### config.mk
export PLATFORM = sky130hd
export DESIGN_NAME = pmsq_top
export DESIGN_NICKNAME = d
export VERILOG_FILES = /design/src/hdl/pmsq_sync.v /design/src/hdl/pmsq_top.v
export VERILOG_INCLUDE_DIRS = /design/src /design/src/hdl
export SDC_FILE = /design/constraint.sdc
export NUM_CORES = 1
export LEC_CHECK = 0
export BUFFER_PORTS_ARGS = -buffer_cell sky130_fd_sc_hd__buf_4
export CAP_MARGIN = 30
export CORE_ASPECT_RATIO = 2
export CORE_MARGIN = 4
export CORE_UTILIZATION = 40
export CTS_BUF_LIST = sky130_fd_sc_hd__clkbuf_4
export CTS_CLUSTER_DIAMETER = 120
export DETAILED_ROUTE_END_ITERATION = 10
export HOLD_SLACK_MARGIN = 0.05
export PLACE_DENSITY = 0.67
export SLEW_MARGIN = 30
export SYNTH_ARGS = -nofsm -noshare
export SYNTH_HDL_FRONTEND = slang
export SYNTH_HIERARCHICAL = 1
export SYNTH_SLANG_ARGS = --single-unit
### constraint.sdc
create_clock -name pclk -period 1.8 [get_ports pclk]
set_clock_uncertainty 0.15 [all_clocks]
set_input_delay 0.09 -clock pclk [delete_from_list [all_inputs] [get_ports pclk]]
set_output_delay 0.09 -clock pclk [all_outputs]
set_load 0.01 [all_outputs]
### src/hdl/pmsq_defs.vh
// Purpose: constants of the power state sequencer
// Assumes: 20 MHz pclk, APB with 32-bit data
// Notes:   offsets are byte addresses
`ifndef PMSQ_DEFS_VH
`define PMSQ_DEFS_VH

// ----------------------------------------
// register offsets
// ----------------------------------------
`define PMSQ_OFS_CTRL      8'h00
`define PMSQ_OFS_WDCFG     8'h04
`define PMSQ_OFS_STATUS    8'h08
`define PMSQ_OFS_IRQ_STAT  8'h0c
`define PMSQ_OFS_IRQ_MASK  8'h10

// ----------------------------------------
// control fields and reset values
// ----------------------------------------
`define PMSQ_CTRL_STBY_POL  0
`define PMSQ_CTRL_EDGE_MODE 1
`define PMSQ_CTRL_QPU_SEL   2
`define PMSQ_CTRL_XFAIL_EN  3
`define PMSQ_CTRL_OVLO_DIS  4
`define PMSQ_CTRL_W         5
`define PMSQ_CTRL_RST       5'h00
`define PMSQ_WD_W           4
`define PMSQ_WDCFG_RST      4'h3

// ----------------------------------------
// interrupt bits
// ----------------------------------------
`define PMSQ_IRQ_PWRUP      0
`define PMSQ_IRQ_WDRST      1
`define PMSQ_IRQ_WDFAULT    2
`define PMSQ_IRQ_IGNORED    3
`define PMSQ_IRQ_W          4

// ----------------------------------------
// states
// ----------------------------------------
`define PMSQ_ST_LOW_POWER_OFF_STATE      3'h0
`define PMSQ_ST_QPU_WAIT    3'h1
`define PMSQ_ST_PWRUP       3'h2
`define PMSQ_ST_RUN         3'h3
`define PMSQ_ST_STANDBY     3'h4
`define PMSQ_ST_WD_RESET    3'h5
`define PMSQ_ST_FAULT_PDN   3'h6

// ----------------------------------------
// timing
// ----------------------------------------
`define PMSQ_CLK_NS         50
`define PMSQ_WD_DLY_NS      30000
`define PMSQ_WD_DLY_CYC     ((`PMSQ_WD_DLY_NS + `PMSQ_CLK_NS - 1) / `PMSQ_CLK_NS)
`define PMSQ_TMR_W          10

`endif

### src/hdl/pmsq_sync.v
// Purpose: three-stage input synchroniser with agreement filter
// Assumes: inputs asynchronous to pclk
// Notes:   output moves only when stages two and three agree
`timescale 1ns/10ps
module pmsq_sync #(
  parameter W = 1
) (
  input  wire         pclk,
  input  wire         presetn,
  input  wire [W-1:0] async_in,
  output wire [W-1:0] sync_out
);

  // ----------------------------------------
  // per-bit chain
  // ----------------------------------------
  genvar g;
  generate
    for (g = 0; g < W; g = g + 1) begin : g_bit
      reg s1_q;
      reg s2_q;
      reg s3_q;
      reg out_q;
      // reset to zero, the not-ok level of the supply, temperature and fail inputs here
      always @(posedge pclk or negedge presetn) begin
        if (!presetn) begin
          s1_q  <= 1'b0;
          s2_q  <= 1'b0;
          s3_q  <= 1'b0;
          out_q <= 1'b0;
        end else begin
          s1_q <= async_in[g];
          s2_q <= s1_q;
          s3_q <= s2_q;
          if (s2_q == s3_q) begin
            out_q <= s3_q;
          end
        end
      end
      assign sync_out[g] = out_q;
    end
  endgenerate

endmodule // pmsq_sync

### src/hdl/pmsq_top.v
// Purpose: top power state sequencer with APB registers
// Assumes: pclk 20 MHz, comparator and pin inputs asynchronous
// Notes:   power tree and turn-off paths live elsewhere
// Summary of operation
// - standby to run when the standby pin differs from the inverted polarity bit sense.
// - run to standby when the pin is high with polarity 0 or low with polarity 1.
// - a hard watchdog reset in run or standby enters the watchdog reset state.
// - watchdog reset returns to run after 30 us if the event count is below the limit.
// - watchdog reset goes to fault power-down when the event count equals the limit.
// - with quick select 1 and test mode low, low-power off passes to the wait state.
// - with test mode high, low-power off passes straight to the wait state.
// - with select 0, a power-up event moves to wait only with good supply, temp, fuses.
// - edge mode bit 0 means a high level, 1 means a high-to-low edge on the power pin.
// - qualification needs vin above undervoltage, below overvoltage unless off, temp ok.
// - wait entered by an event leaves for power up once self-check and fuses pass.
// - with select 1, a fully qualified power-on event leaves the wait state.
// - with test mode high, a fully qualified power-on event leaves the wait state.
// - with the fail enable set, leaving the wait state also needs the fail input high.
// - the quick select bit falls to 0 when vin rises over the undervoltage threshold.
// - a power-up event in low-power off with select 0 and a fuse error is ignored.
`timescale 1ns/10ps
`include "pmsq_defs.vh"
module pmsq_top (
  input  wire        pclk,
  input  wire        presetn,
  input  wire        psel,
  input  wire        penable,
  input  wire        pwrite,
  input  wire [7:0]  paddr,
  input  wire [31:0] pwdata,
  output wire        pready,
  output wire        pslverr,
  output wire [31:0] prdata,
  input  wire        power_on_request_pin,
  input  wire        standby_pin,
  input  wire        external_fail_input,
  input  wire        test_mode_input,
  input  wire        vin_above_uv,
  input  wire        vin_below_ovlo,
  input  wire        temp_below_tsd,
  input  wire        trim_load_error_flag,
  input  wire        config_fuse_load_error_flag,
  input  wire        self_check_fail_flag,
  input  wire        wd_hard_reset_evt,
  input  wire        pwrup_seq_done,
  input  wire        pdn_seq_done,
  output wire [2:0]  state_o,
  output wire        pwrup_active,
  output wire        run_active,
  output wire        standby_active,
  output wire        wd_reset_active,
  output wire        fault_pdn_active,
  output wire        irq
);

  // ----------------------------------------
  // input synchronisers
  // ----------------------------------------
  wire [6:0] raw_in;
  wire [6:0] syn;
  assign raw_in = {vin_above_uv, vin_below_ovlo, temp_below_tsd, test_mode_input,
                   external_fail_input, standby_pin, power_on_request_pin};

  pmsq_sync #(.W(7)) u_sync (
    .pclk     (pclk),
    .presetn  (presetn),
    .async_in (raw_in),
    .sync_out (syn)
  );

  wire pwr_on_s  = syn[0];
  wire stby_s    = syn[1];
  wire xfail_s   = syn[2];
  wire test_s    = syn[3];
  wire tsd_ok_s  = syn[4];
  wire ovlo_ok_s = syn[5];
  wire uv_ok_s   = syn[6];

  // ----------------------------------------
  // registers
  // ----------------------------------------
  reg  [`PMSQ_CTRL_W-1:0] ctrl_q;
  reg  [`PMSQ_WD_W-1:0]   wd_limit_q;
  reg  [`PMSQ_WD_W-1:0]   wd_cnt_q;
  reg  [`PMSQ_IRQ_W-1:0]  irq_stat_q;
  reg  [`PMSQ_IRQ_W-1:0]  irq_mask_q;
  reg  [31:0]             prdata_q;
  reg  [2:0]              state_q;
  reg  [2:0]              state_d;
  reg                     from_evt_q;
  reg                     from_evt_d;
  reg  [`PMSQ_TMR_W-1:0]  tmr_q;
  reg                     pwr_prev_q;
  reg                     uv_prev_q;
  reg  [`PMSQ_IRQ_W-1:0]  evt;

  wire stby_pol  = ctrl_q[`PMSQ_CTRL_STBY_POL];
  wire edge_mode = ctrl_q[`PMSQ_CTRL_EDGE_MODE];
  wire qpu_sel   = ctrl_q[`PMSQ_CTRL_QPU_SEL];
  wire xfail_en  = ctrl_q[`PMSQ_CTRL_XFAIL_EN];
  wire ovlo_dis  = ctrl_q[`PMSQ_CTRL_OVLO_DIS];

  // ----------------------------------------
  // apb decode
  // ----------------------------------------
  function hit;
    input [7:0] a;
    input [7:0] ofs;
    begin
      hit = (a == ofs);
    end
  endfunction

  wire mapped = hit(paddr, `PMSQ_OFS_CTRL) | hit(paddr, `PMSQ_OFS_WDCFG) |
                hit(paddr, `PMSQ_OFS_STATUS) | hit(paddr, `PMSQ_OFS_IRQ_STAT) |
                hit(paddr, `PMSQ_OFS_IRQ_MASK);
  wire wr_en  = psel & penable & pwrite;

  // read data captured in setup, so the access phase never waits
  assign pready  = 1'b1;
  assign pslverr = psel & penable & ~mapped;
  assign prdata  = prdata_q;

  always @(posedge pclk or negedge presetn) begin
    if (!presetn) begin
      prdata_q <= 32'h0000_0000;
    end else if (psel & ~penable & ~pwrite) begin
      prdata_q <= 32'h0000_0000;
      if (hit(paddr, `PMSQ_OFS_CTRL)) begin
        prdata_q[`PMSQ_CTRL_W-1:0] <= ctrl_q;
      end
      if (hit(paddr, `PMSQ_OFS_WDCFG)) begin
        prdata_q[`PMSQ_WD_W-1:0] <= wd_limit_q;
      end
      if (hit(paddr, `PMSQ_OFS_STATUS)) begin
        prdata_q[2:0]  <= state_q;
        prdata_q[3]    <= from_evt_q;
        prdata_q[11:8] <= wd_cnt_q;
      end
      if (hit(paddr, `PMSQ_OFS_IRQ_STAT)) begin
        prdata_q[`PMSQ_IRQ_W-1:0] <= irq_stat_q;
      end
      if (hit(paddr, `PMSQ_OFS_IRQ_MASK)) begin
        prdata_q[`PMSQ_IRQ_W-1:0] <= irq_mask_q;
      end
    end
  end

  // ----------------------------------------
  // control registers
  // ----------------------------------------
  wire uv_rise = uv_ok_s & ~uv_prev_q;

  always @(posedge pclk or negedge presetn) begin
    if (!presetn) begin
      ctrl_q     <= `PMSQ_CTRL_RST;
      wd_limit_q <= `PMSQ_WDCFG_RST;
      irq_mask_q <= {`PMSQ_IRQ_W{1'b0}};
      uv_prev_q  <= 1'b0;
    end else begin
      uv_prev_q <= uv_ok_s;
      if (wr_en & hit(paddr, `PMSQ_OFS_CTRL)) begin
        ctrl_q <= pwdata[`PMSQ_CTRL_W-1:0];
      end
      // supply arrival wins over a write in the same cycle
      if (uv_rise) begin
        ctrl_q[`PMSQ_CTRL_QPU_SEL] <= 1'b0;
      end
      if (wr_en & hit(paddr, `PMSQ_OFS_WDCFG)) begin
        wd_limit_q <= pwdata[`PMSQ_WD_W-1:0];
      end
      if (wr_en & hit(paddr, `PMSQ_OFS_IRQ_MASK)) begin
        irq_mask_q <= pwdata[`PMSQ_IRQ_W-1:0];
      end
    end
  end

  // ----------------------------------------
  // power-up qualification
  // ----------------------------------------
  wire pwr_fall  = pwr_prev_q & ~pwr_on_s;
  wire pwr_evt   = edge_mode ? pwr_fall : pwr_on_s;
  wire env_ok    = uv_ok_s & (ovlo_dis | ovlo_ok_s) & tsd_ok_s;
  wire fuse_ok   = ~trim_load_error_flag & ~config_fuse_load_error_flag;
  wire check_ok  = fuse_ok & ~self_check_fail_flag;
  wire ext_ok    = ~xfail_en | xfail_s;
  wire qual_evt  = pwr_evt & env_ok & check_ok & ext_ok;
  wire sys_on    = (state_q == `PMSQ_ST_RUN) | (state_q == `PMSQ_ST_STANDBY);
  wire wd_expire = (tmr_q == `PMSQ_WD_DLY_CYC - 1);
  wire wd_at_max = (wd_cnt_q == wd_limit_q);
  wire stby_req  = stby_s ^ stby_pol;

  // ----------------------------------------
  // next state
  // ----------------------------------------
  localparam ST_LOW_POWER_OFF_STATE    = `PMSQ_ST_LOW_POWER_OFF_STATE;
  localparam ST_QPU_WAIT  = `PMSQ_ST_QPU_WAIT;
  localparam ST_PWRUP     = `PMSQ_ST_PWRUP;
  localparam ST_RUN       = `PMSQ_ST_RUN;
  localparam ST_STANDBY   = `PMSQ_ST_STANDBY;
  localparam ST_WD_RESET  = `PMSQ_ST_WD_RESET;
  localparam ST_FAULT_PDN = `PMSQ_ST_FAULT_PDN;

  always @* begin
    state_d    = state_q;
    from_evt_d = from_evt_q;
    evt        = {`PMSQ_IRQ_W{1'b0}};
    case (state_q)
      ST_LOW_POWER_OFF_STATE: begin
        if (test_s) begin
          state_d    = ST_QPU_WAIT;
          from_evt_d = 1'b0;
        end else if (qpu_sel) begin
          state_d    = ST_QPU_WAIT;
          from_evt_d = 1'b0;
        end else if (pwr_evt) begin
          if (!fuse_ok) begin
            evt[`PMSQ_IRQ_IGNORED] = 1'b1;
          end else if (env_ok) begin
            state_d    = ST_QPU_WAIT;
            from_evt_d = 1'b1;
          end
        end
      end
      ST_QPU_WAIT: begin
        if (from_evt_q & ~qpu_sel & ~test_s) begin
          if (check_ok & ext_ok) begin
            state_d = ST_PWRUP;
          end
        end else if (qual_evt) begin
          state_d = ST_PWRUP;
        end
        if (state_d == ST_PWRUP) begin
          evt[`PMSQ_IRQ_PWRUP] = 1'b1;
          from_evt_d           = 1'b0;
        end
      end
      ST_PWRUP: begin
        if (pwrup_seq_done) begin
          state_d = ST_RUN;
        end
      end
      ST_RUN: begin
        if (wd_hard_reset_evt) begin
          state_d = ST_WD_RESET;
        end else if (stby_req) begin
          state_d = ST_STANDBY;
        end
      end
      ST_STANDBY: begin
        if (wd_hard_reset_evt) begin
          state_d = ST_WD_RESET;
        end else if (!stby_req) begin
          state_d = ST_RUN;
        end
      end
      ST_WD_RESET: begin
        if (wd_at_max) begin
          state_d                = ST_FAULT_PDN;
          evt[`PMSQ_IRQ_WDFAULT] = 1'b1;
        end else if (wd_expire) begin
          state_d = ST_RUN;
        end
      end
      ST_FAULT_PDN: begin
        if (pdn_seq_done) begin
          state_d = ST_LOW_POWER_OFF_STATE;
        end
      end
      default: begin
        state_d    = ST_LOW_POWER_OFF_STATE;
        from_evt_d = 1'b0;
      end
    endcase
    if (sys_on & (state_d == ST_WD_RESET)) begin
      evt[`PMSQ_IRQ_WDRST] = 1'b1;
    end
  end

  // ----------------------------------------
  // state, timer and watchdog counter
  // ----------------------------------------
  always @(posedge pclk or negedge presetn) begin
    if (!presetn) begin
      state_q    <= ST_LOW_POWER_OFF_STATE;
      from_evt_q <= 1'b0;
      pwr_prev_q <= 1'b0;
      tmr_q      <= {`PMSQ_TMR_W{1'b0}};
      wd_cnt_q   <= {`PMSQ_WD_W{1'b0}};
    end else begin
      state_q    <= state_d;
      from_evt_q <= from_evt_d;
      pwr_prev_q <= pwr_on_s;
      // delay counts only while held in watchdog reset
      if (state_q == ST_WD_RESET) begin
        tmr_q <= tmr_q + 1'b1;
      end else begin
        tmr_q <= {`PMSQ_TMR_W{1'b0}};
      end
      // counter saturates at the limit; cleared once back in off
      if (sys_on & (state_d == ST_WD_RESET) & ~wd_at_max) begin
        wd_cnt_q <= wd_cnt_q + 1'b1;
      end else if (state_q == ST_LOW_POWER_OFF_STATE) begin
        wd_cnt_q <= {`PMSQ_WD_W{1'b0}};
      end
    end
  end

  // ----------------------------------------
  // interrupts
  // ----------------------------------------
  wire [`PMSQ_IRQ_W-1:0] w1c = (wr_en & hit(paddr, `PMSQ_OFS_IRQ_STAT)) ?
                               pwdata[`PMSQ_IRQ_W-1:0] : {`PMSQ_IRQ_W{1'b0}};

  // a new event beats a clear in the same cycle
  always @(posedge pclk or negedge presetn) begin
    if (!presetn) begin
      irq_stat_q <= {`PMSQ_IRQ_W{1'b0}};
    end else begin
      irq_stat_q <= (irq_stat_q & ~w1c) | evt;
    end
  end

  assign irq = |(irq_stat_q & irq_mask_q);

  // ----------------------------------------
  // state outputs
  // ----------------------------------------
  assign state_o          = state_q;
  assign pwrup_active     = (state_q == ST_PWRUP);
  assign run_active       = (state_q == ST_RUN);
  assign standby_active   = (state_q == ST_STANDBY);
  assign wd_reset_active  = (state_q == ST_WD_RESET);
  assign fault_pdn_active = (state_q == ST_FAULT_PDN);

endmodule // pmsq_top

==> metrics.md, run 1 <==
| Metric | Value |
|---|---|
| Worst ir drop on vdd | `324.2 uV` |
| Final ANT Viol Nets | `0` |
| Vias | `2620` |
| WP data required | `1.96 ns` |
| Grt ovf | `0` |
| Reg2Reg Capture Point | `wd_cnt_q[2]` |
| Vias per cell | `5.087` |
| Compound-gate portion of the synthesized area | `7.045%` |
| Status | `finished, violations left` |
| Initial antenna violation count | `1` |
| Synth cell types | `50` |
| Final net count | `471` |
| Initial DRT Pass Iterations | `4` |
| FF-to-FF setup slack | `-0.14 ns` |
| Final Instance Area | `4578 um2` |
| First-pass GRT wire length | `12590 um` |
| CTS buffer count | `9` |
| CP Class | `register to register` |
| Post-synthesis async set-or-reset flop share | `100.0%` |
| Synthesis Warnings | `6` |
| Switching Share | `30.26%` |
| Hold Fails Final Rpt | `0` |
| Post-DP HPWL | `5762 um` |
| Power, Total | `4.113 mW` |
| Largest net degree at the start of global routing | `32` |
| Tcrit/Tclk final | `107.6%` |
| Die Span Y | `139.9 um` |
| Static Leakage | `2.168 nW` |
| Vias in the first global route | `2668` |
| Worst skew pair latency | `0.42 ns` |
| FP Rows | `47` |
| Pint | `2.868 mW` |
| Detailed router's first-iteration violation count | `112` |
| Post-Synth XOR/XNOR Area | `3.774%` |
| Min Hold Slack | `0.06117 ns` |
| Endpoint type of the worst setup path | `register` |
| Crit-path cells | `xnor2_1 -> o22ai_1 -> a311o_2 -> mux2i_1 -> a21o_1` |
| Dpl cell area | `4055 um2` |
| Port buffer count | `49` |
| Synthesized cell area | `3481 um2` |
| Fraction of synthesized area in multiplexers | `7.333%` |
| Longest Clk Path Bufs | `2` |
| Clock group share of total power | `24.3%` |
| Layout cells sized above 1 | `35.34%` |
| CP bufs+invs | `0` |
| RSZ-0062 raised after global routing | `true` |
| CTS root buffer | `clkbuf_4` |
| Share of total power in combinational logic | `29.1%` |
| Post-synthesis register bit count | `74` |
| DIE WIDTH | `73.96 um` |
| Min-Delay Path Class | `input port to register` |
| Overall Global Routing Usage | `16.02%` |
| Avg Inst Size Synth | `11.49 um2` |
| Final WL | `7797 um` |
| Clock sinks | `74` |
| Slowest stage cell, crit path | `dfrtp_1` |
| CP startpoint kind | `register` |
| Max-Cap Viols | `0` |
| Area growth, synth to finish | `31.52%` |
| Cells after Synth | `303` |
| Initial Utilization | `41.39%` |
| Filler cells | `717` |
| Worst reg2reg path depth | `5` |
| CP peak stage delay | `0.46 ns` |
| Commonest cells after routing, fill and taps aside | `76 x buf_4, 69 x dfrtp_1, 31 x dlygate4sd3_1` |
| WHS Path Cells | `4` |
| Seq/Total Area, Yosys | `53.27%` |
| Core Region | `8409 um2` |
| Hold buffers post-CTS | `31` |
| CTS HTree Levels | `3` |
| Die area | `10350 um2` |
| CTS tree | `built` |
| Post-synth top flop | `dfrtp_1` |
| Slew Viols, Final | `0` |
| Area share of fa/ha/maj cells after synthesis | `2.983%` |
| CP delay by family, top | `compound AO/OA/AOI/OAI gates` |
| DRC errors left | `0` |
| Violated checks | `setup timing` |
| CP startpoint | `ctrl_q[0]` |
| Switching power | `1.245 mW` |
| Combinational family with the most area after synthesis | `simple AND/OR/NAND/NOR gates` |
| Crit path capture | `wd_cnt_q[2]` |
| Synth Area in Simple Gates | `17.18%` |
| PwrDens | `898.4 nW/um2` |
| Tmin final | `1.937 ns` |
| Wire per inst | `15.14 um` |
| Max Clock Freq | `516.3 MHz` |
| Most common cell after layout, fill and taps aside | `buf_4` |
| Crit-path max FO | `8` |
| Logic depth of the worst path, buffers included | `5` |
| Post-synth EDFFs | `0` |
| # setup viols final | `6` |
| Critical Path AT | `2.10 ns` |
| RR Startpoint | `ctrl_q[0]` |
| Gpl congestion | `0.7876` |
| Final WS setup | `-0.1367 ns` |
| Seq pwr share | `46.6%` |
| Worst-path clk slew | `0.12 ns` |
| IO Pins | `101` |
==> how the worst min path moves through the flow <==
stage	slack, ns	start	end
2_1_floorplan	-0.36	presetn	ctrl_q[0]
3_3_place_gp	-0.10	presetn	u_sync/g_bit[0].s1_q
3_5_place_dp	-0.1	presetn	u_sync/g_bit[6].s1_q
4_1_cts	0.03	paddr[5]	irq_mask_q[3]
5_1_grt	0.04	paddr[5]	irq_mask_q[3]
6_report	0.06	paddr[5]	irq_mask_q[3]
==> metal layers <==
layer  share of wire, %  GRT usage (%)
met3                4.5          3.013
met1                 36          16.59
met4                3.1          9.265
met5                  0              0
met2                 56          28.65
==> state kept, by name (all words and copies together), names as in the netlist, 3 cells and up <==
name and count:
u_sync/g_bit.s2_q 7, u_sync/g_bit.s3_q 7, tmr_q 10, irq_mask_q 4, prdata 9, wd_cnt_q 4
u_sync/g_bit.out_q 7, u_sync/g_bit.s1_q 7, ctrl_q 5, irq_stat_q 4, wd_limit_q 4, state_o 3
==> power groups by stage <==
stage	combinational [mW]	clock, mW	sequential [mW]
3_5_place_dp	1.06	0	1.94
3_3_place_gp	1.04	0	1.93
5_1_grt	1.30	1.09	1.94
4_1_cts	1.15	1.03	1.91
2_1_floorplan	0.621	0	1.91
6_report	1.20	1.00	1.92
==> through the flow <==
step	setup WS, ns	setup TNS, ns	std cells	util [%]
after floorplan	-0.1217	-0.1263	325	-
after global placement	-0.1071	-0.9959	465	48.22
after detailed placement	-0.1556	-1.685	465	48.22
after CTS	-0.09516	-0.2539	515	53.99
after global routing	-0.1650	-0.5769	515	54.44
final	-0.1367	-0.2923	515	54.44
==> layout make-up <==
| class | count | area, um2 | area share [%] |
|---|---|---|---|
| antenna | 1 | 2.502 | 0.05466 |
| clock buffer | 10 | 75.07 | 1.640 |
| clock inverter | 6 | 57.56 | 1.257 |
| inverter | 4 | 15.01 | 0.3280 |
| multi-input combinational | 208 | 1479 | 32.30 |
| sequential | 74 | 1858 | 40.58 |
| tap | 98 | 122.6 | 2.678 |
| timing repair buffer | 114 | 968.4 | 21.15 |
==> cell usage after synthesis (2+ instances only) <==
library cell	number	area, um2
and3b_1	3	26.28
mux4_2	4	90.09
nor3b_2	2	25.02
nor4_4	2	42.54
a22oi_1	2	15.01
o22ai_1	2	12.51
clkbuf_1	4	15.01
o21ai_0	12	60.06
nor2_1	24	90.09
a221oi_1	4	35.03
nor3b_1	2	15.01
a21o_1	2	15.01
dfstp_2	2	52.55
dfrtp_1	72	1802
maj3_2	7	78.83
buf_2	3	15.01
and3_1	4	25.02
ha_1	2	25.02
xor2_1	8	70.07
inv_1	4	15.01
nand2_1	24	90.09
a21oi_1	5	25.02
xnor2_1	7	61.31
or3_1	3	18.77
o2bb2ai_1	3	26.28
nand3_1	17	85.08
mux2i_1	3	30.03
buf_4	32	240.2
nor3_1	7	35.03
mux2_2	12	135.1
nor2b_1	2	12.51
nand3b_1	4	30.03
conb_1	2	7.510
==> repair_timing <==
item	in CTS	in global routing
endpoints found under the setup margin	8	10
setup buffers	3	0
gates resized for setup	6	14
pin swaps	0	3
hold endpoints to repair	111	1
==> logic make-up (layout without fill, tap and decap cells) <==
| logic type | Yosys count | after routing |
|---|---|---|
| and+or+nand+nor | 105 | 105 |
| buffers and inverters | 43 | 134 |
| xor gates and xnor gates | 15 | 15 |
| adders and majority gates | 9 | 9 |
| muxes | 19 | 19 |
| AOI/OAI and AO/OA | 36 | 36 |
| other | 2 | 25 |
| DFF | 74 | 74 |
==> worst min-delay path, delay by kind of cell <==
family,cells,cell delay [ns]
multiplexers,1,0.22
AND/OR/NAND/NOR,2,0.23
buffers and inverters,1,0.08
(Power assumes the default switching activity.)
==> run 2: changes to the inputs <==
--- a/config.mk
+++ b/config.mk
@@ -16,6 +16,7 @@
 export DETAILED_ROUTE_END_ITERATION = 10
 export HOLD_SLACK_MARGIN = 0.05
 export PLACE_DENSITY = 0.67
+export RECOVER_POWER = 50
 export SLEW_MARGIN = 30
 export SYNTH_ARGS = -nofsm -noshare
 export SYNTH_HDL_FRONTEND = slang
==> metrics.md, run 2 (synthesized netlist as in run 1, its figures left out) <==
| Metric | Value |
|---|---|
| DIE WIDTH | `73.96 um (unchanged)` |
| CP startpoint kind | `register` |
| WHS Endpoint | `irq_mask_q[0]` |
| Detailed router's first-iteration violation count | `116 (+3.6%)` |
| Grt ovf | `0 (unchanged)` |
| Longest Clk Path Bufs | `2 (unchanged)` |
| Final WS setup | `-0.1394 ns (-0.002687 ns)` |
| Clock sinks | `74 (unchanged)` |
| Layout cells sized above 1 | `31.49% (-3.8 points)` |
| Wire per inst | `15.12 um (-0.10%)` |
| Most common cell after layout, fill and taps aside | `dfrtp_1` |
| FF-to-FF setup slack | `-0.14 ns (about the same)` |
| Final net count | `471 (unchanged)` |
| Max-Cap Viols | `0 (unchanged)` |
| Worst skew pair latency | `0.42 ns (about the same)` |
| Most flop-heavy register | `tmr_q` |
| Initial DRT Pass Iterations | `4 (unchanged)` |
| RSZ-0062 raised after global routing | `true` |
| PwrDens | `903.7 nW/um2 (+0.59%)` |
| Worst reg2reg path depth | `5 (unchanged)` |
| Pin slew with the least headroom to its limit | `0.7685 ns` |
| Critical Path AT | `2.10 ns (about the same)` |
| Commonest cells after routing, fill and taps aside | `69 x dfrtp_1, 59 x buf_4, 31 x dlygate4sd3_1` |
| WHS Path Cells | `4 (unchanged)` |
| Crit-path max FO | `8 (unchanged)` |
| Vias in the first global route | `2668 (unchanged)` |
| # setup viols final | `6 (unchanged)` |
| Endpoint type of the worst setup path | `register` |
| Vias | `2624 (+0.15%)` |
| Core Region | `8409 um2 (unchanged)` |
| Violated checks | `setup timing` |
| Area growth, synth to finish | `29.98%` |
| Static Leakage | `2.119 nW (-2.3%)` |
| Hold buffers post-CTS | `31 (unchanged)` |
| Reg2Reg Capture Point | `wd_cnt_q[2]` |
| Post-DP HPWL | `5762 um (unchanged)` |
| Tmin final | `1.939 ns (+0.002687 ns)` |
| Filler cells | `734 (+2.4%)` |
| Final WL | `7789 um (-0.10%)` |
| CTS root buffer | `clkbuf_4` |
| FP Rows | `47 (unchanged)` |
| Power, Total | `4.089 mW (-0.59%)` |
| Initial Utilization | `41.39% (unchanged)` |
| HP Start | `paddr[5]` |
| CTS buffer count | `9 (unchanged)` |
| CTS HTree Levels | `3 (unchanged)` |
| CP Class | `register to register` |
| TNS Setup | `-0.3050 ns (-0.01266 ns)` |
| Final ANT Viol Nets | `0 (unchanged)` |
| Slew Limit Headroom | `48.77%` |
| WP data required | `1.96 ns (about the same)` |
| Util after Layout | `53.80% (-0.64 points)` |
| First-pass GRT wire length | `12590 um (unchanged)` |
| Die Span Y | `139.9 um (unchanged)` |
| IO Pins | `101 (unchanged)` |
| Largest net degree at the start of global routing | `32 (unchanged)` |
| DRC errors left | `0 (unchanged)` |
| Min-Delay Path Class | `input port to register` |
| Max reg flops | `10 (unchanged)` |
| Vias per cell | `5.095 (+0.15%)` |
| Gpl congestion | `0.7876 (unchanged)` |
| CTS tree | `built` |
| Max Clock Freq | `515.6 MHz (-0.14%)` |
| Initial antenna violation count | `1 (unchanged)` |
| Die area | `10350 um2 (unchanged)` |
| Worst ir drop on vdd | `323.6 uV (-0.17%)` |
| Overall Global Routing Usage | `16.02% (unchanged)` |
| Tcrit/Tclk final | `107.7% (+0.15 points)` |
| Status | `finished, violations left` |
| Hold Fails Final Rpt | `0 (unchanged)` |
| Worst-path clk slew | `0.12 ns (about the same)` |
| RR Startpoint | `ctrl_q[0]` |
| Port buffer count | `49 (unchanged)` |
| Slew Viols, Final | `0 (unchanged)` |
[run 2: cell count changes in the layout (fill, tap and decap cells not counted), sizes merged]
cell,before,now
buf,83,66
clkbuf,10,27
[run 2: worst max-delay path: stages, from the launching register on]
cell and delay, ns:
dfrtp_1 0.46, xnor2_1 0.33, o22ai_1 0.17, a311o_2 0.42
mux2i_1 0.14, a21o_1 0.15
[run 2: what timing repair did]
item                                    in CTS  in global routing
buffers inserted                             3                  0
pin swaps                                    0                  3
endpoints found under the setup margin       8                 10
hold endpoints to repair                   111                  1
resized for setup                            6                 14
[run 2: final cells by class]
class	count	area [um2]	share of cell area, %
Antenna cell	1	2.502	0.05531
Clock buffer	10	75.07	1.659
Clock inverter	6	57.56	1.272
Inverter	4	15.01	0.3319
Multi-Input combinational cell	208	1470	32.49
Sequential cell	74	1858	41.07
Tap cell	98	122.6	2.710
Timing Repair Buffer	114	923.4	20.41
[run 2: power breakdown]
| group | leakage (nW) | internal, mW | switching (mW) |
|---|---|---|---|
| Clock | 0.0759 | 0.430 | 0.567 |
| Combinational | 1.11 | 0.625 | 0.553 |
| Sequential | 0.928 | 1.79 | 0.119 |
[run 2: worst max path at each step]
stage / start / end / cells past startpoint
2_1_floorplan: state_o[0] / wd_cnt_q[2] / 6
3_3_place_gp: state_o[1] / wd_cnt_q[2] / 5
3_5_place_dp: state_o[1] / from_evt_q / 6
4_1_cts: state_o[0] / wd_reset_active / 5
5_1_grt: state_o[2] / wd_cnt_q[2] / 6
6_report: ctrl_q[0] / wd_cnt_q[2] / 5
[run 2: metal layers]
metal / vias up / global-route usage, % / routed length (um)
li1: 1227 / - / -
met1: 1285 / 16.59 / 2773
met2: 92 / 28.65 / 4404
met3: 20 / 3.013 / 369
met4: 0 / 9.265 / 241
met5: - / 0 / 0
[run 2: through the flow]
stage	setup WS, ns	hold slack, ns	instance area [um2]	instances
after floorplan	-0.1217	-0.3556	3588	325
after global placement	-0.1071	-0.1010	4055	465
after detailed placement	-0.1556	-0.09948	4055	465
after CTS	-0.09516	0.03378	4541	515
after global routing	-0.1650	0.04320	4524	515
final	-0.1394	0.06323	4524	515
==> run 3: changes to the inputs <==
--- a/config.mk
+++ b/config.mk
@@ -10,12 +10,12 @@
 export CAP_MARGIN = 30
 export CORE_ASPECT_RATIO = 2
 export CORE_MARGIN = 4
-export CORE_UTILIZATION = 40
+export CORE_UTILIZATION = 48
 export CTS_BUF_LIST = sky130_fd_sc_hd__clkbuf_4
 export CTS_CLUSTER_DIAMETER = 120
 export DETAILED_ROUTE_END_ITERATION = 10
 export HOLD_SLACK_MARGIN = 0.05
-export PLACE_DENSITY = 0.67
+export PLACE_DENSITY = 0.78
 export RECOVER_POWER = 50
 export SLEW_MARGIN = 30
 export SYNTH_ARGS = -nofsm -noshare
==> metrics.md, run 3 (synthesized netlist as in run 1, its figures left out) <==
| Metric | Value |
|---|---|
| Critical Path AT | `2.13 ns (+0.03 ns)` |
| Filler cells | `535 (-27%)` |
| Tcrit/Tclk final | `108.7% (+0.93 points)` |
| Logic depth of the worst path, buffers included | `6 (+1)` |
| Wire per inst | `15.87 um (+4.9%)` |
| Max-Cap Viols | `0 (unchanged)` |
| Min-Delay Path Class | `input port to register` |
| Hold Fails Final Rpt | `0 (unchanged)` |
| Area growth, synth to finish | `31.13%` |
| Grt met1 use | `19.93% (+3.3 points)` |
| CTS tree | `built` |
| Initial Utilization | `49.77% (+8.4 points)` |
| Power, Total | `4.303 mW (+5.2%)` |
| WP data required | `1.97 ns (about the same)` |
| CP bufs+invs | `1 (+1)` |
| FP Rows | `43 (-8.5%)` |
| Endpoint type of the worst setup path | `register` |
| Vias per cell | `5.264 (+3.3%)` |
| Slew Viols, Final | `0 (unchanged)` |
| Die area | `8761 um2 (-15%)` |
| DIE WIDTH | `68.22 um (-7.8%)` |
| Initial antenna violation count | `0 (-1)` |
| Max reg flops | `10 (unchanged)` |
| Most flop-heavy register | `tmr_q` |
| Vias in the first global route | `2741 (+2.7%)` |
| CTS HTree Levels | `3 (unchanged)` |
| RSZ-0062 raised after global routing | `true` |
| Busiest grt layer | `met2` |
| Layout cells sized above 1 | `32.61% (+1.1 points)` |
| # setup viols final | `6 (unchanged)` |
| Final WL | `7996 um (+2.7%)` |
| CTS root buffer | `clkbuf_4` |
| Die Span Y | `128.4 um (-8.2%)` |
| Clock sinks | `74 (unchanged)` |
| Commonest cells after routing, fill and taps aside | `68 x dfrtp_1, 59 x buf_4, 31 x dlygate4sd3_1` |
| Final net count | `469 (-0.42%)` |
| Total placed cells including tap cells | `450 (-3.2%)` |
| DRC errors left | `0 (unchanged)` |
| M3 GR Usage | `4.192% (+1.2 points)` |
| Register area | `1859 um2 (about the same)` |
| CP Class | `register to register` |
| WHS Path Cells | `4 (unchanged)` |
| Port buffer count | `49 (unchanged)` |
| Tmin final | `1.956 ns (+0.01677 ns)` |
| Met2 Use GR | `35.72% (+7.1 points)` |
| Crit-path cells | `buf_4 -> nor3b_4 -> nand2_2 -> a311o_2 -> mux2i_1 -> a21o_1` |
| Multi-input gate area | `1504 um2 (+2.3%)` |
| Static Leakage | `2.128 nW (+0.46%)` |
| PwrDens | `942.7 nW/um2 (+4.3%)` |
| Crit-path max FO | `8 (unchanged)` |
| Violated checks | `setup timing` |
| Core Region | `6994 um2 (-17%)` |
| Final Non-Filler Cells | `504 (-2.1%)` |
| Slew Limit Headroom | `59.22% (+10 points)` |
| Grt ovf | `0 (unchanged)` |
| Dpl cell area | `3993 um2 (-1.5%)` |
| IO Pins | `101 (unchanged)` |
| Most common cell after layout, fill and taps aside | `dfrtp_1` |
| Gpl congestion | `0.9098 (+16%)` |
| Longest Clk Path Bufs | `2 (unchanged)` |
| Vias | `2653 (+1.1%)` |
| Initial DRT Pass Iterations | `4 (unchanged)` |
| Overall Global Routing Usage | `19.92% (+3.9 points)` |
| Slowest stage cell, crit path | `a311o_2` |
| Final ANT Viol Nets | `0 (unchanged)` |
| Max Clock Freq | `511.2 MHz (-0.86%)` |
| First-pass GRT wire length | `12880 um (+2.3%)` |
| Status | `finished, violations left` |
| CP startpoint kind | `register` |
| Final Instance Area | `4564 um2 (+0.88%)` |
| CP delay by family, top | `compound AO/OA/AOI/OAI gates` |
| Detailed router's first-iteration violation count | `144 (+24%)` |
| Final WS setup | `-0.1562 ns (-0.01677 ns)` |
| CTS buffer count | `9 (unchanged)` |
| Worst skew pair latency | `0.43 ns (about the same)` |
| Worst ir drop on vdd | `999.9 uV (+210%)` |
| ANT cells | `0 (-1)` |
| Largest net degree at the start of global routing | `45 (+41%)` |
| Worst reg2reg path depth | `6 (+1)` |
| Post-DP HPWL | `5628 um (-2.3%)` |
| CP peak stage delay | `0.48 ns (+0.02 ns)` |
| Pin slew with the least headroom to its limit | `0.6118 ns (-0.1567 ns)` |
| Worst-path clk slew | `0.12 ns (about the same)` |
-- run 3: tightest hold or removal path, delay by kind of cell --
family	cells	cell delay, ns
muxes	1	0.22
buffers and inverters	1	0.07
and+or+nand+nor	2	0.24
-- run 3: timing repair --
item | in CTS | in global routing
hold buffers | 31 | 0
setup buffers | 2 | 5
gates resized for setup | 8 | 17
pin swaps | 2 | 7
gates cloned | 0 | 0
endpoints found under the hold margin | 111 | 0
setup endpoints to repair | 8 | 12
-- run 3: path summary, 6_finish.rpt --
path | from | end | slack, ns
worst max-delay path | state_o[2] | wd_cnt_q[2] | -0.16
worst min-delay path | paddr[5] | irq_mask_q[3] | 0.07
worst max register to register | state_o[2] | wd_cnt_q[2] | -0.16
worst min register to register | u_sync/g_bit[4].s1_q | u_sync/g_bit[4].s2_q | 0.21
max in group asynchronous | presetn | tmr_q[3] | 0.31
min in group asynchronous | presetn | u_sync/g_bit[5].s1_q | 0.62
-- run 3: where the power goes --
group          internal, mW  total (mW)  switching [mW]  leakage [nW]
combinational         0.656        1.24           0.585          1.12
clock                 0.590        1.15           0.555        0.0807
sequential             1.79        1.92           0.124         0.926
total                  3.04        4.30            1.26          2.13
-- run 3: routing by layer --
| metal | share of wire (%) | routed length [um] |
|---|---|---|
| met5 | 0 | 0 |
| met4 | 4.5 | 361 |
| met3 | 4.8 | 386 |
| met2 | 57 | 4529 |
| met1 | 34 | 2719 |
-- run 3: cell type report --
cell class	count	area share (%)
inverter	4	0.3289
sequential	74	40.73
clock inverter	5	1.727
clock buffer	11	1.809
timing repair buffer	112	19.98
tap	90	2.467
multi-input combinational	208	32.95
-- run 3: metrics by stage --
stage          setup WS, ns  utilization, %  hold WS [ns]  TNS, ns
6_report            -0.1562           65.26       0.06889  -0.4057
5_1_grt             -0.1955           65.26       0.06530  -0.9063
4_1_cts             -0.1156           64.44       0.03552  -0.2401
3_5_place_dp        -0.1515           57.08      -0.02803   -1.743
3_3_place_gp       -0.07191           57.08      -0.03385  -0.8587
2_1_floorplan       -0.1217               -       -0.3556  -0.1263
